File: src/common/pfr_map.svh
// Purpose: offsets, field positions, reset values for the fault reporting block
// Assumes: word-indexed register port, 32-bit data
// Notes: included by bare name
`ifndef PFR_MAP_SVH
`define PFR_MAP_SVH
`define PFR_ADDR_CTRL0 4'h0
`define PFR_ADDR_CTRL4 4'h1
`define PFR_ADDR_FADDR 4'h2
`define PFR_ADDR_ECODE 4'h3
`define PFR_ADDR_CSSAVE 4'h4
`define PFR_ADDR_IPSAVE 4'h5
`define PFR_ADDR_VECTOR 4'h6
`define PFR_ADDR_STATUS 4'h7
`define PFR_ADDR_MASK 4'h8
`define PFR_CR0_PG 31
`define PFR_CR0_WP 16
`define PFR_CR4_PSE 4
`define PFR_CR4_PAE 5
`define PFR_EC_P 0
`define PFR_EC_WR 1
`define PFR_EC_US 2
`define PFR_EC_RESERVED_BIT_VIOLATION 3
`define PFR_RST_WORD 32'h0000_0000
`define PFR_VEC_GP 8'h0d
`define PFR_VEC_PF 8'h0e
`define PFR_PDE_ACCESS 5
`define PFR_ST_GP 0
`define PFR_ST_PF 1
`endif

File: src/common/pfr_pkg.sv
// Purpose: types for the fault reporting block
// Assumes: nothing
// Notes: constants live in pfr_map.svh
package pfr_pkg;
  typedef enum logic [1:0] {
    PFR_IDLE = 2'b00,
    PFR_LOAD = 2'b01,
    PFR_RAISE = 2'b11
  } pfr_state_t;
  typedef enum logic [1:0] {
    PFR_SRC_OPERAND = 2'h0,
    PFR_SRC_GATE = 2'h1,
    PFR_SRC_TSS = 2'h2,
    PFR_SRC_VECTOR = 2'h3
  } pfr_sel_src_t;
endpackage

File: src/hdl/pfr_fault_unit.sv
// Purpose: protection and page fault reporting toward exception dispatch
// Assumes: fault requests are one-cycle pulses on clk; register port strobes one cycle
// Notes: loadNewTask holds high to ask the core to load new task state before raising
// Summary of operation
// - protection fault pushes selector or vector code on descriptor loads, else zero
// - selector may come from operand, gate, task state segment, or vector
// - saved segment and pointer of a protection fault name the faulting instruction
// - protection fault blocks state update so the task can restart
// - protection fault before task-switch commit changes no state
// - after commit, load new task state unchecked, then raise the fault
// - page faults only with paging enabled; not-present entry is one cause
// - user access to supervisor page or user write to read-only page faults
// - with write protect, supervisor write to read-only user page faults
// - a reserved directory bit set to one raises a page fault
// - code bit 0 is zero for not-present, one for protection or reserved
// - code bit 1 is one for a write, zero for a read
// - code bit 2 is one in user mode, zero in supervisor mode
// - code bit 3 flags reserved bits when large pages or extension enabled
// - every page fault taken while the sequencer is idle loads the full linear address into fault address register
// - protection-caused page fault sets the directory entry access flag
// - page fault saved pointer names faulting instruction, or new task start
// - page fault blocks state update so the instruction can resume
//
// The plain strobed port and the placing of the registers were chosen for this implementation.
`timescale 1ns/1ps
`include "pfr_map.svh"
module pfr_fault_unit
  import pfr_pkg::*;
(
  input wire logic clk,
  input wire logic rst,
  input wire logic [3:0] regAddr,
  input wire logic [31:0] regWrData,
  input wire logic regWr,
  input wire logic regRd,
  output logic [31:0] regRdData,
  output logic irq,
  input wire logic gpReq,
  input wire logic gpDescLoad,
  input wire logic [1:0] gpSelSrc,
  input wire logic [15:0] operandSel,
  input wire logic [15:0] gateSel,
  input wire logic [15:0] tssSel,
  input wire logic [7:0] vectorNum,
  input wire logic inTaskSwitch,
  input wire logic pastCommit,
  input wire logic newTaskLoaded,
  input wire logic pfReq,
  input wire logic entryPresent,
  input wire logic pageUser,
  input wire logic pageWritable,
  input wire logic rsvdSet,
  input wire logic isWrite,
  input wire logic userMode,
  input wire logic [31:0] linearAddr,
  input wire logic [15:0] curCs,
  input wire logic [31:0] curIp,
  input wire logic [15:0] newTaskCs,
  input wire logic [31:0] newTaskIp,
  output logic commitState,
  output logic loadNewTask,
  output logic pdeAccessSet,
  output logic excValid,
  output logic [7:0] excVector,
  output logic [31:0] excCode,
  output logic [15:0] savedCs,
  output logic [31:0] savedIp
);
  logic [31:0] ctrlZero_r;
  logic [31:0] ctrlFour_r;
  logic [31:0] faultAddr_r;
  logic [31:0] errCode_r;
  logic [15:0] csSave_r;
  logic [31:0] ipSave_r;
  logic [7:0] vector_r;
  logic [1:0] status_r;
  logic [1:0] mask_r;
  logic [31:0] rdData_r;
  logic excValid_r;
  logic pdeAccess_r;
  logic [31:0] pendCode_r;
  logic [15:0] pendCs_r;
  logic [31:0] pendIp_r;
  pfr_state_t state_r;
  pfr_state_t state_nxt;
  logic [31:0] gpCode;
  logic [31:0] pfCode;
  logic pfFault;
  logic pfProt;
  logic pfTake;
  logic gpTake;
  logic gpDefer;
  logic gpNow;
  logic [1:0] evSet;

  // write strobe decode shared by the fault address and status register processes
  function automatic logic wrHit(input logic wr, input logic [3:0] a, input logic [3:0] want);
    wrHit = wr && (a == want);
  endfunction

  pfr_gp_code uGp (
    .descLoad(gpDescLoad),
    .selSrc(gpSelSrc),
    .operandSel(operandSel),
    .gateSel(gateSel),
    .tssSel(tssSel),
    .vectorNum(vectorNum),
    .code(gpCode)
  );

  pfr_pf_code uPf (
    .pagingOn(ctrlZero_r[`PFR_CR0_PG]),
    .wpOn(ctrlZero_r[`PFR_CR0_WP]),
    .pseOn(ctrlFour_r[`PFR_CR4_PSE]),
    .paeOn(ctrlFour_r[`PFR_CR4_PAE]),
    .entryPresent(entryPresent),
    .pageUser(pageUser),
    .pageWritable(pageWritable),
    .rsvdSet(rsvdSet),
    .isWrite(isWrite),
    .userMode(userMode),
    .fault(pfFault),
    .protViol(pfProt),
    .code(pfCode)
  );

  // page fault has priority; a protection fault in the same cycle is dropped
  always_comb
  begin
    pfTake = pfReq && pfFault && (state_r == PFR_IDLE);
    gpTake = gpReq && !pfTake && (state_r == PFR_IDLE);
    gpDefer = gpTake && inTaskSwitch && pastCommit;
    gpNow = gpTake && !gpDefer;
    evSet = {pfTake, gpNow};
    if (state_r == PFR_RAISE)
    begin
      evSet[`PFR_ST_GP] = 1'b1;
    end
  end

  // idle, wait for the new task load, then raise for one cycle
  always_comb
  begin
    state_nxt = state_r;
    case (state_r)
      PFR_IDLE:
      begin
        if (gpDefer)
        begin
          state_nxt = PFR_LOAD;
        end
      end
      PFR_LOAD:
      begin
        if (newTaskLoaded)
        begin
          state_nxt = PFR_RAISE;
        end
      end
      PFR_RAISE: state_nxt = PFR_IDLE;
      default: state_nxt = PFR_IDLE;
    endcase
  end

  // deferred protection fault sequencer
  always_ff @(posedge clk)
  begin
    if (rst)
    begin
      state_r <= PFR_IDLE;
    end
    else
    begin
      state_r <= state_nxt;
    end
  end

  // hold the code and frame of a deferred protection fault
  always_ff @(posedge clk)
  begin
    if (rst)
    begin
      pendCode_r <= `PFR_RST_WORD;
      pendCs_r <= 16'h0000;
      pendIp_r <= `PFR_RST_WORD;
    end
    else if (gpDefer)
    begin
      pendCode_r <= gpCode;
      pendCs_r <= curCs;
      pendIp_r <= curIp;
    end
  end

  // exception frame toward dispatch
  always_ff @(posedge clk)
  begin
    if (rst)
    begin
      excValid_r <= 1'b0;
      errCode_r <= `PFR_RST_WORD;
      csSave_r <= 16'h0000;
      ipSave_r <= `PFR_RST_WORD;
      vector_r <= 8'h00;
    end
    else
    begin
      excValid_r <= pfTake || gpNow || (state_r == PFR_RAISE);
      if (pfTake)
      begin
        errCode_r <= pfCode;
        vector_r <= `PFR_VEC_PF;
        csSave_r <= (inTaskSwitch && newTaskLoaded) ? newTaskCs : curCs;
        ipSave_r <= (inTaskSwitch && newTaskLoaded) ? newTaskIp : curIp;
      end
      else if (gpNow)
      begin
        errCode_r <= gpCode;
        vector_r <= `PFR_VEC_GP;
        csSave_r <= curCs;
        ipSave_r <= curIp;
      end
      else if (state_r == PFR_RAISE)
      begin
        errCode_r <= pendCode_r;
        vector_r <= `PFR_VEC_GP;
        csSave_r <= pendCs_r;
        ipSave_r <= pendIp_r;
      end
    end
  end

  // fault address is also writable so a handler can clear it
  always_ff @(posedge clk)
  begin
    if (rst)
    begin
      faultAddr_r <= `PFR_RST_WORD;
    end
    else if (pfTake)
    begin
      faultAddr_r <= linearAddr;
    end
    else if (wrHit(regWr, regAddr, `PFR_ADDR_FADDR))
    begin
      faultAddr_r <= regWrData;
    end
  end

  // access flag pulse goes out with the frame of a protection-caused page fault
  always_ff @(posedge clk)
  begin
    if (rst)
    begin
      pdeAccess_r <= 1'b0;
    end
    else
    begin
      pdeAccess_r <= pfTake && pfProt;
    end
  end

  // control words are plain storage; only the flag bits are decoded
  always_ff @(posedge clk)
  begin
    if (rst)
    begin
      ctrlZero_r <= `PFR_RST_WORD;
      ctrlFour_r <= `PFR_RST_WORD;
      mask_r <= 2'h0;
    end
    else if (regWr)
    begin
      case (regAddr)
        `PFR_ADDR_CTRL0: ctrlZero_r <= regWrData;
        `PFR_ADDR_CTRL4: ctrlFour_r <= regWrData;
        `PFR_ADDR_MASK: mask_r <= regWrData[1:0];
        default: mask_r <= mask_r;
      endcase
    end
  end

  // sticky events, write one to clear, a new event wins over the clear
  always_ff @(posedge clk)
  begin
    if (rst)
    begin
      status_r <= 2'h0;
    end
    else if (wrHit(regWr, regAddr, `PFR_ADDR_STATUS))
    begin
      status_r <= (status_r & ~regWrData[1:0]) | evSet;
    end
    else
    begin
      status_r <= status_r | evSet;
    end
  end

  // read data stand for one cycle only, zero otherwise
  always_ff @(posedge clk)
  begin
    if (rst)
    begin
      rdData_r <= `PFR_RST_WORD;
    end
    else if (regRd)
    begin
      case (regAddr)
        `PFR_ADDR_CTRL0: rdData_r <= ctrlZero_r;
        `PFR_ADDR_CTRL4: rdData_r <= ctrlFour_r;
        `PFR_ADDR_FADDR: rdData_r <= faultAddr_r;
        `PFR_ADDR_ECODE: rdData_r <= errCode_r;
        `PFR_ADDR_CSSAVE: rdData_r <= {16'h0000, csSave_r};
        `PFR_ADDR_IPSAVE: rdData_r <= ipSave_r;
        `PFR_ADDR_VECTOR: rdData_r <= {24'h000000, vector_r};
        `PFR_ADDR_STATUS: rdData_r <= {30'h0, status_r};
        `PFR_ADDR_MASK: rdData_r <= {30'h0, mask_r};
        default: rdData_r <= `PFR_RST_WORD;
      endcase
    end
    else
    begin
      rdData_r <= `PFR_RST_WORD;
    end
  end

  // commit is withheld for any fault taken, so the instruction does not retire
  always_comb
  begin
    commitState = !(pfTake || gpTake) && (state_r == PFR_IDLE);
    loadNewTask = (state_r == PFR_LOAD);
  end

  assign regRdData = rdData_r;
  assign irq = |(status_r & mask_r);
  assign pdeAccessSet = pdeAccess_r;
  assign excValid = excValid_r;
  assign excVector = vector_r;
  assign excCode = errCode_r;
  assign savedCs = csSave_r;
  assign savedIp = ipSave_r;
endmodule

File: src/hdl/pfr_gp_code.sv
// Purpose: general protection error code formation
// Assumes: selector source picked by the checker that flagged the fault
// Notes: purely combinational
`timescale 1ns/1ps
module pfr_gp_code
  import pfr_pkg::*;
(
  input wire logic descLoad,
  input wire logic [1:0] selSrc,
  input wire logic [15:0] operandSel,
  input wire logic [15:0] gateSel,
  input wire logic [15:0] tssSel,
  input wire logic [7:0] vectorNum,
  output logic [31:0] code
);
  always_comb
  begin
    code = 32'h0000_0000;
    if (descLoad)
    begin
      case (pfr_sel_src_t'(selSrc))
        PFR_SRC_OPERAND: code = {16'h0000, operandSel};
        PFR_SRC_GATE: code = {16'h0000, gateSel};
        PFR_SRC_TSS: code = {16'h0000, tssSel};
        PFR_SRC_VECTOR: code = {21'h0, vectorNum, 3'h2};
        default: code = 32'h0000_0000;
      endcase
    end
  end
endmodule

File: src/hdl/pfr_pf_code.sv
// Purpose: page fault detection and four-bit error code
// Assumes: translation walk supplies entry attributes
// Notes: purely combinational
`timescale 1ns/1ps
`include "pfr_map.svh"
module pfr_pf_code
  import pfr_pkg::*;
(
  input wire logic pagingOn,
  input wire logic wpOn,
  input wire logic pseOn,
  input wire logic paeOn,
  input wire logic entryPresent,
  input wire logic pageUser,
  input wire logic pageWritable,
  input wire logic rsvdSet,
  input wire logic isWrite,
  input wire logic userMode,
  output logic fault,
  output logic protViol,
  output logic [31:0] code
);
  logic privViol;
  logic wrViol;
  logic rsvdViol;
  always_comb
  begin
    privViol = userMode && !pageUser;
    wrViol = isWrite && !pageWritable && (userMode || (wpOn && pageUser));
    rsvdViol = rsvdSet;
    protViol = entryPresent && (privViol || wrViol);
    fault = pagingOn && (!entryPresent || privViol || wrViol || rsvdViol);
    code = `PFR_RST_WORD;
    code[`PFR_EC_P] = entryPresent && (privViol || wrViol || rsvdViol);
    code[`PFR_EC_WR] = isWrite;
    code[`PFR_EC_US] = userMode;
    code[`PFR_EC_RESERVED_BIT_VIOLATION] = rsvdViol && (pseOn || paeOn);
  end
endmodule
File: config.mk
export PLATFORM = sky130hd
export DESIGN_NAME = pfr_fault_unit
export DESIGN_NICKNAME = d
export VERILOG_FILES = /design/src/common/pfr_pkg.sv /design/src/hdl/pfr_fault_unit.sv /design/src/hdl/pfr_gp_code.sv /design/src/hdl/pfr_pf_code.sv
export VERILOG_INCLUDE_DIRS = /design/src /design/src/common
export SDC_FILE = /design/constraint.sdc
export NUM_CORES = 1
export LEC_CHECK = 0
export BUFFER_PORTS_ARGS = -buffer_cell sky130_fd_sc_hd__buf_2
export CORE_MARGIN = 2
export CORE_UTILIZATION = 58
export CTS_BUF_LIST = sky130_fd_sc_hd__clkbuf_16
export DETAILED_ROUTE_END_ITERATION = 16
export PLACE_DENSITY = 0.84
export SLEW_MARGIN = 40
export SYNTH_ARGS = -nofsm -noshare
export SYNTH_HDL_FRONTEND = slang
export SYNTH_HIERARCHICAL = 1
export SYNTH_SLANG_ARGS = --single-unit
File: constraint.sdc
create_clock -name clk -period 3.05 [get_ports clk]
set_input_delay 0.4575 -clock clk [delete_from_list [all_inputs] [get_ports clk]]
set_output_delay 0.4575 -clock clk [all_outputs]
set_load 0.1 [all_outputs]
==> run metrics, run 1 <==
CTS tree=built; R2R Path End=excCode[2]; Yosys Warn Count=6; CP required=2.59 ns; power consumption=0.00914 W; Post-synth EDFFs=0; PortBufs=358; setup violators final=0; setup repair after global routing missed its margin=false; share of power burned in registers=0.459; Setup crit start=ctrlZero_r[16]; CTS root buffer=clkbuf_16; Yosys top cell by area=dfxtp_1; Final Cell Area=16800 um2; Finished Layout Cells=2354; Switching Share=0.316; Crit path arrival time=2.49 ns; Distinct cells, synth=65; Power Internal=0.00625 W; pwr/cell area=546 nW/um2; Clock Tree Buf Depth=3; Synth top area share=0.424; synth top area cells=dfxtp_1 42%, nand2_1 9.8%, a21oi_1 5.8%, clkbuf_1 3.4%, nor2_1 3.3%; Crit Path Class=flip-flop to output port; DIE WIDTH=160 um; # fillers=2017; CP Capture Type=output port; Post-CTS Setup Bufs=0; post-route ant nets=0; Site Rows=57; core box area=24100 um2; Syn Area/Cell=8.07 um2; Seq/Total Area, Yosys=0.424; Via density=6.30; VDD IR max=0.410 mV; crit path to=commitState; Starting Density=0.585; ys async rst share=0; Synth Flop Type=dfxtp_1; global-route wire length before repair=75500 um; IO Pins=363; post-synthesis cell count=1748; fin crit share=0.967; final WL=49200 um; gr usage total=0.369; antenna violations before repair=9; #FFs+latches synth=299; post-place instance area=15900 um2; normalized max-slew margin=0.503; max cap viols=0; clock share of power=0.360; clock slew at reported path FFs=0.06 ns; CTS Buf Count=29; outcome=finished clean; DP Wirelength=33400 um; Fmax achieved=339 MHz; Slew @ Worst Pin=0.746 ns; setup TNS=0 ns; ratio of cells with drive above 1 in the final layout=0.233; leak pwr=6.80 nW; CP max FO=5; Worst R2R Setup Slack=0.45 ns; DR WL/cell=20.9 um; Net Sw Power=0.00289 W; drt drc=0; DR pass1 iterations=8; final RePlAce weighted congestion=0.987; Comb power frac=0.181; NumNets Final=2239; post-route minimum period=2.95 ns; vias=14800; Hold Crit Class=primary input to flip-flop; crit start category=flip-flop; Multi-input gate area=7240 um2; Fin Clk Skew=0.0180 ns; die area=25600 um2; die height=160 um; FF-to-FF path depth=8; Final Hold Fails=0; largest net degree at the start of global routing=91; Fin Hold WS=0.152 ns; count leader, synth=nand2_1; placed insts=2294; Max Slew Vio Count=0; Sink Count=299; Netlist Area Pre-Place=14100 um2; worst reg2reg path startpoint=ctrlZero_r[16]; GRT overflow=0; Clock Latency Late Sink=0.56 ns; Post-synth top cells=370 x nand2_1, 299 x dfxtp_1, 163 x a21oi_1, 126 x clkbuf_1, 123 x nor2_1; synthesis-to-layout area growth=18.7%; initial DRC count=2021; register area=5990 um2; H-tree depth=1; vias in the first global route=13700
-- stage by stage --
stage	setup slack, ns	util
after detailed placement	0.354	0.659
after floorplan	0.128	-
after CTS	0.0122	0.694
after global routing	0.0760	0.695
final	0.0995	0.695
after global placement	0.442	0.657
-- logic make-up after synthesis --
logic type | count (synthesis) | share of synthesized area
muxes | 31 | 0.0224
and+or+nand+nor | 672 | 0.218
AOI/OAI and AO/OA | 517 | 0.254
DFF | 299 | 0.424
buffers and inverters | 226 | 0.0809
other | 3 | 0.000798
-- worst max-delay path: stages (launching register included) --
cell      delay (ns)
dfxtp_1         0.39
a21oi_2         0.19
a21oi_2         0.06
o31a_1          0.34
a211o_1         0.39
nor2_1          0.19
clkbuf_4        0.37
-- layer usage --
metal / wire length (um) / track usage
met1: 18900 / 0.494
met2: 22300 / 0.585
met3: 5960 / 0.0725
met4: 2040 / 0.156
met5: 23 / 0
-- power by group through the flow --
stage	clock (W)	sequential (W)	combinational, W
finish	0.00329	0.00419	0.00165
global route	0.00346	0.00420	0.00174
CTS	0.00330	0.00418	0.00163
detailed placement	0	0.00427	0.00162
global placement	0	0.00427	0.00159
floorplan	0	0.00476	0.000656
-- flip-flops by register name (all words and copies together), names as in the netlist, 2 cells and up --
| name | cells |
|---|---|
| ctrlFour_r | 32 |
| ctrlZero_r | 32 |
| excCode | 32 |
| excVector | 3 |
| faultAddr_r | 32 |
| mask_r | 2 |
| pendCode_r | 32 |
| pendCs_r | 16 |
| pendIp_r | 32 |
| regRdData | 32 |
| savedCs | 16 |
| savedIp | 32 |
| state_r | 2 |
| status_r | 2 |
-- what timing repair did --
item | CTS | global route
resized for setup | 0 | 1
endpoints found under the setup margin | 0 | 1
hold buffers | 0 | 0
-- layout make-up --
type / instances / share of cell area
antenna: 8 / 0.00120
clock buffer: 29 / 0.0433
clock inverter: 23 / 0.00724
inverter: 5 / 0.00112
multi-input combinational: 1268 / 0.432
sequential: 299 / 0.357
tap: 324 / 0.0242
timing repair buffer: 398 / 0.134
-- worst min-delay path by stage --
stage / startpoint / to / slack [ns] / depth (start not counted)
floorplan: pendCode_r[10] / pendCode_r[10] / 0.43 / 2
global placement: pendCode_r[17] / pendCode_r[17] / 0.44 / 2
detailed placement: pendCode_r[26] / pendCode_r[26] / 0.44 / 2
CTS: curIp[26] / pendIp_r[26] / 0.14 / 3
global route: linearAddr[28] / faultAddr_r[28] / 0.16 / 3
finish: curIp[22] / pendIp_r[22] / 0.15 / 3
-- cells in the final DEF (no fill, tap or decap), types with 13 or more instances in the layout --
cell type    n
a211oi_1    48
a21boi_0    24
a21oi_1    163
a222oi_1    18
a22o_1      14
a22oi_1     42
a311oi_1    20
a311oi_2    13
a31oi_1     49
and3_1      51
buf_2      356
buf_4       30
clkbuf_16   29
conb_1      48
dfxtp_1    299
inv_1       14
mux2i_1     26
nand2_1    367
nand3b_1    39
nor2_1     122
nor4_1      48
o22ai_1     56
o41ai_1     31
Note: power is estimated with default switching activity, not from simulation.
==> run 2: changes to the inputs <==
--- a/config.mk
+++ b/config.mk
@@ -6,12 +6,13 @@
 export SDC_FILE = /design/constraint.sdc
 export NUM_CORES = 1
 export LEC_CHECK = 0
+export ABC_AREA = 1
 export BUFFER_PORTS_ARGS = -buffer_cell sky130_fd_sc_hd__buf_2
 export CORE_MARGIN = 2
-export CORE_UTILIZATION = 58
+export CORE_UTILIZATION = 45
 export CTS_BUF_LIST = sky130_fd_sc_hd__clkbuf_16
 export DETAILED_ROUTE_END_ITERATION = 16
-export PLACE_DENSITY = 0.84
+export PLACE_DENSITY = 0.66
 export SLEW_MARGIN = 40
 export SYNTH_ARGS = -nofsm -noshare
 export SYNTH_HDL_FRONTEND = slang
==> run 2 against run 1 <==
Maximum frequency increased by 9.7%; clock skew rose by 0.0051 ns; worst setup slack better by 0.26 ns; combinational power is 39% higher; total power up 16%; sequential share of layout area shrank 3.4 points; clock-buffer cell count grew 8; critical path depth increased by 2; area after synthesis rose by 13%; flip-flop and latch count is the same; via count increased by 11%; largest power group unchanged.
==> run metrics, run 2 <==
Distinct cells, synth=32 (-51%); final RePlAce weighted congestion=0.916 (-7.2%); global-route wire length before repair=83700 um (+11%); Seq/Total Area, Yosys=0.377 (-0.0477); Crit path arrival time=2.23 ns (-0.26 ns); leak pwr=9.25 nW (+36%); VDD IR max=0.489 mV (+19%); xor/xnor share of the synthesized area=0 (unchanged); post-synthesis cell count=2449 (+40%); Clock Latency Late Sink=0.52 ns (-0.04 ns); Syn Area/Cell=6.49 um2 (-20%); #FFs+latches synth=299 (unchanged); pwr/cell area=574 nW/um2 (+5.3%); die height=192 um (+20%); Hold Crit Depth=3 (unchanged); setup repair after global routing missed its margin=false; H-tree depth=2 (+1); CP Capture Type=output port; Final Cell Area=18500 um2 (+11%); ratio of cells with drive above 1 in the final layout=0.177 (-0.0568); Slowest cell on crit path=dfxtp_1; max cap viols=0 (unchanged); FF-to-FF path depth=10 (+2); outcome=finished clean; Hold Crit Class=primary input to flip-flop; Synth Flop Type=dfxtp_1; Via density=5.18 (-18%); initial DRC count=1413 (-30%); crit-path cells=nand2_1 > nand2_1 > nand2_2 > a21oi_2 > nand2_2 > nor2_4 > nor3_2 > buf_2; compound-cell area share of the yosys netlist=0.195 (-0.0584); delay-heaviest family, CP=simple AND/OR/NAND/NOR gates; fin crit share=0.882 (-0.0853); synth top area cells=dfxtp_1 38%, nand2_1 14%, o21ai_0 8.6%, a21oi_1 8.2%, inv_1 8.1%; Yosys Warn Count=6 (unchanged); largest net degree at the start of global routing=161 (+77%); Sink Count=299 (unchanged); leading cell type in the layout, fill and taps excluded=nand2_1; Net Sw Power=0.00365 W (+27%); Slew @ Worst Pin=0.776 ns (+0.0299 ns); Hold Crit Start=curCs[8]; CP required=2.59 ns (about the same); Max Slew Vio Count=0 (unchanged); Fin Clk Skew=0.0231 ns (+0.00510 ns); Worst R2R Setup Slack=0.71 ns (+0.26 ns); Synth top area share=0.377 (-0.0477); Power Internal=0.00699 W (+12%); Finished Layout Cells=3178 (+35%); simple-gate area share of the yosys netlist=0.259 (+0.0414); # fillers=3482 (+73%); Buf/Inv on CP=1 (unchanged); normalized max-slew margin=0.481 (-0.0217); placed insts=3114 (+36%); vias in the first global route=14900 (+9.0%); drt drc=0 (unchanged); vias=16500 (+11%); CTS tree=built; count leader, synth=nand2_1; worst reg2reg path startpoint=ctrlZero_r[16]; Comb power frac=0.216 (+0.035); DR pass1 iterations=5 (-3); Final Hold Fails=0 (unchanged); mux contribution to synthesized area=0 (-0.0224); Post-CTS Setup Bufs=0 (unchanged); R2R Path End=pendCode_r[14]; antenna violations before repair=5 (-4); share of power burned in registers=0.403 (-0.056); Crit Path Class=flip-flop to output port; NumNets Final=2935 (+31%); largest family of logic cells by synthesized area=simple AND/OR/NAND/NOR gates; gr usage total=0.292 (-0.0775); Starting Density=0.459 (-0.126); IO Pins=363 (unchanged); slowest stage delay, CP=0.47 ns (+0.08 ns); area share of fa/ha/maj cells after synthesis=0 (unchanged); DR WL/cell=17.2 um (-18%); Switching Share=0.343 (+0.0273); CP max FO=4 (-1); DP Wirelength=38500 um (+15%); GRT overflow=0 (unchanged); ys async rst share=0 (unchanged); CTS Hold Bufs=0 (unchanged); Fmax achieved=372 MHz (+9.7%); die area=36800 um2 (+44%); clock share of power=0.380 (+0.020); Site Rows=68 (+19%); Netlist Area Pre-Place=15900 um2 (+13%); most frequent cells in the layout=607 x nand2_1, 358 x buf_2, 349 x inv_1, 299 x dfxtp_1, 274 x o21ai_0; post-route ant nets=0 (unchanged); Yosys top cell by area=dfxtp_1; clock slew at reported path FFs=0.06 ns (about the same); setup violators final=0 (unchanged); DIE WIDTH=192 um (+20%); worst-case hold path end point=pendCs_r[8]; crit start category=flip-flop; post-route minimum period=2.69 ns (-0.260 ns); CTS Buf Count=36 (+24%); CTS root buffer=clkbuf_16; core box area=34600 um2 (+44%); Gates resized, CTS repair=0 (unchanged); setup TNS=0 ns (unchanged); synthesis-to-layout area growth=16.6%; Post-synth EDFFs=0 (unchanged); final WL=54800 um (+11%); Clock Tree Buf Depth=3 (unchanged); PortBufs=358 (unchanged); Post-synth top cells=608 x nand2_1, 342 x inv_1, 299 x dfxtp_1, 274 x o21ai_0, 262 x a21oi_1; post-place instance area=17400 um2 (+9.7%)
[run 2: changes by cell type in the layout (fill, tap and decap cells not counted), sizes merged, moves of 50 or more]
cell,change
nand2,+248
o21ai,+280
nor4,-50
nand3,+181
inv,+348
a21oi,+99
[run 2: power by group through the flow]
stage / combinational (W) / clock, W / sequential, W
floorplan: 0.000963 / 0 / 0.00512
finish: 0.00230 / 0.00405 / 0.00429
global placement: 0.00226 / 0 / 0.00437
detailed placement: 0.00229 / 0 / 0.00437
global route: 0.00249 / 0.00427 / 0.00431
CTS: 0.00230 / 0.00411 / 0.00429
[run 2: logic make-up after synthesis]
family          Yosys count
compound gates          599
flops                   299
other cells               3
buf+inv                 575
simple gates            973
[run 2: how the worst max path moves through the flow]
stage	to	start	slack [ns]	cells past startpoint
after global routing	commitState	ctrlZero_r[16]	0.28	8
after global placement	faultAddr_r[20]	isWrite	0.72	11
after CTS	commitState	ctrlZero_r[16]	0.37	8
final	commitState	ctrlZero_r[16]	0.36	8
after detailed placement	ctrlZero_r[17]	regAddr[3]	0.70	7
after floorplan	commitState	pageWritable	0.25	10
[run 2: worst register-to-register path: cells and delay by family, from the launching register on]
family          cells  cell delay, ns
compound gates      3            0.86
flops               1            0.47
buf+inv             1            0.21
simple gates        6            0.65
[run 2: final cells by class]
class / instances / area, um2 / share of cell area
Tap cell: 455 / 569 / 0.0307
Inverter: 354 / 1340 / 0.0721
Sequential cell: 299 / 5990 / 0.323
Clock buffer: 37 / 926 / 0.0500
Multi-Input combinational cell: 1620 / 7440 / 0.402
Timing Repair Buffer: 386 / 2100 / 0.113
Antenna cell: 5 / 12.5 / 0.000675
Clock inverter: 22 / 156 / 0.00844
[run 2: routing by layer]
metal  global-route usage  share of wire  vias up
met5                    0        0.00038        -
met4                0.131          0.047        4
met3               0.0396          0.078      122
met2                0.453           0.44      699
met1                0.402           0.43     7475
li1                     -              -     8170
[run 2: per-stage QoR]
| stage | setup WS [ns] | hold WS (ns) | total power [W] | util |
|---|---|---|---|---|
| after floorplan | 0.249 | 0.424 | 0.00609 | - |
| after global placement | 0.723 | 0.432 | 0.00663 | 0.503 |
| after detailed placement | 0.704 | 0.438 | 0.00666 | 0.503 |
| after CTS | 0.372 | 0.199 | 0.0107 | 0.535 |
| after global routing | 0.278 | 0.225 | 0.0111 | 0.535 |
| final | 0.360 | 0.206 | 0.0106 | 0.535 |
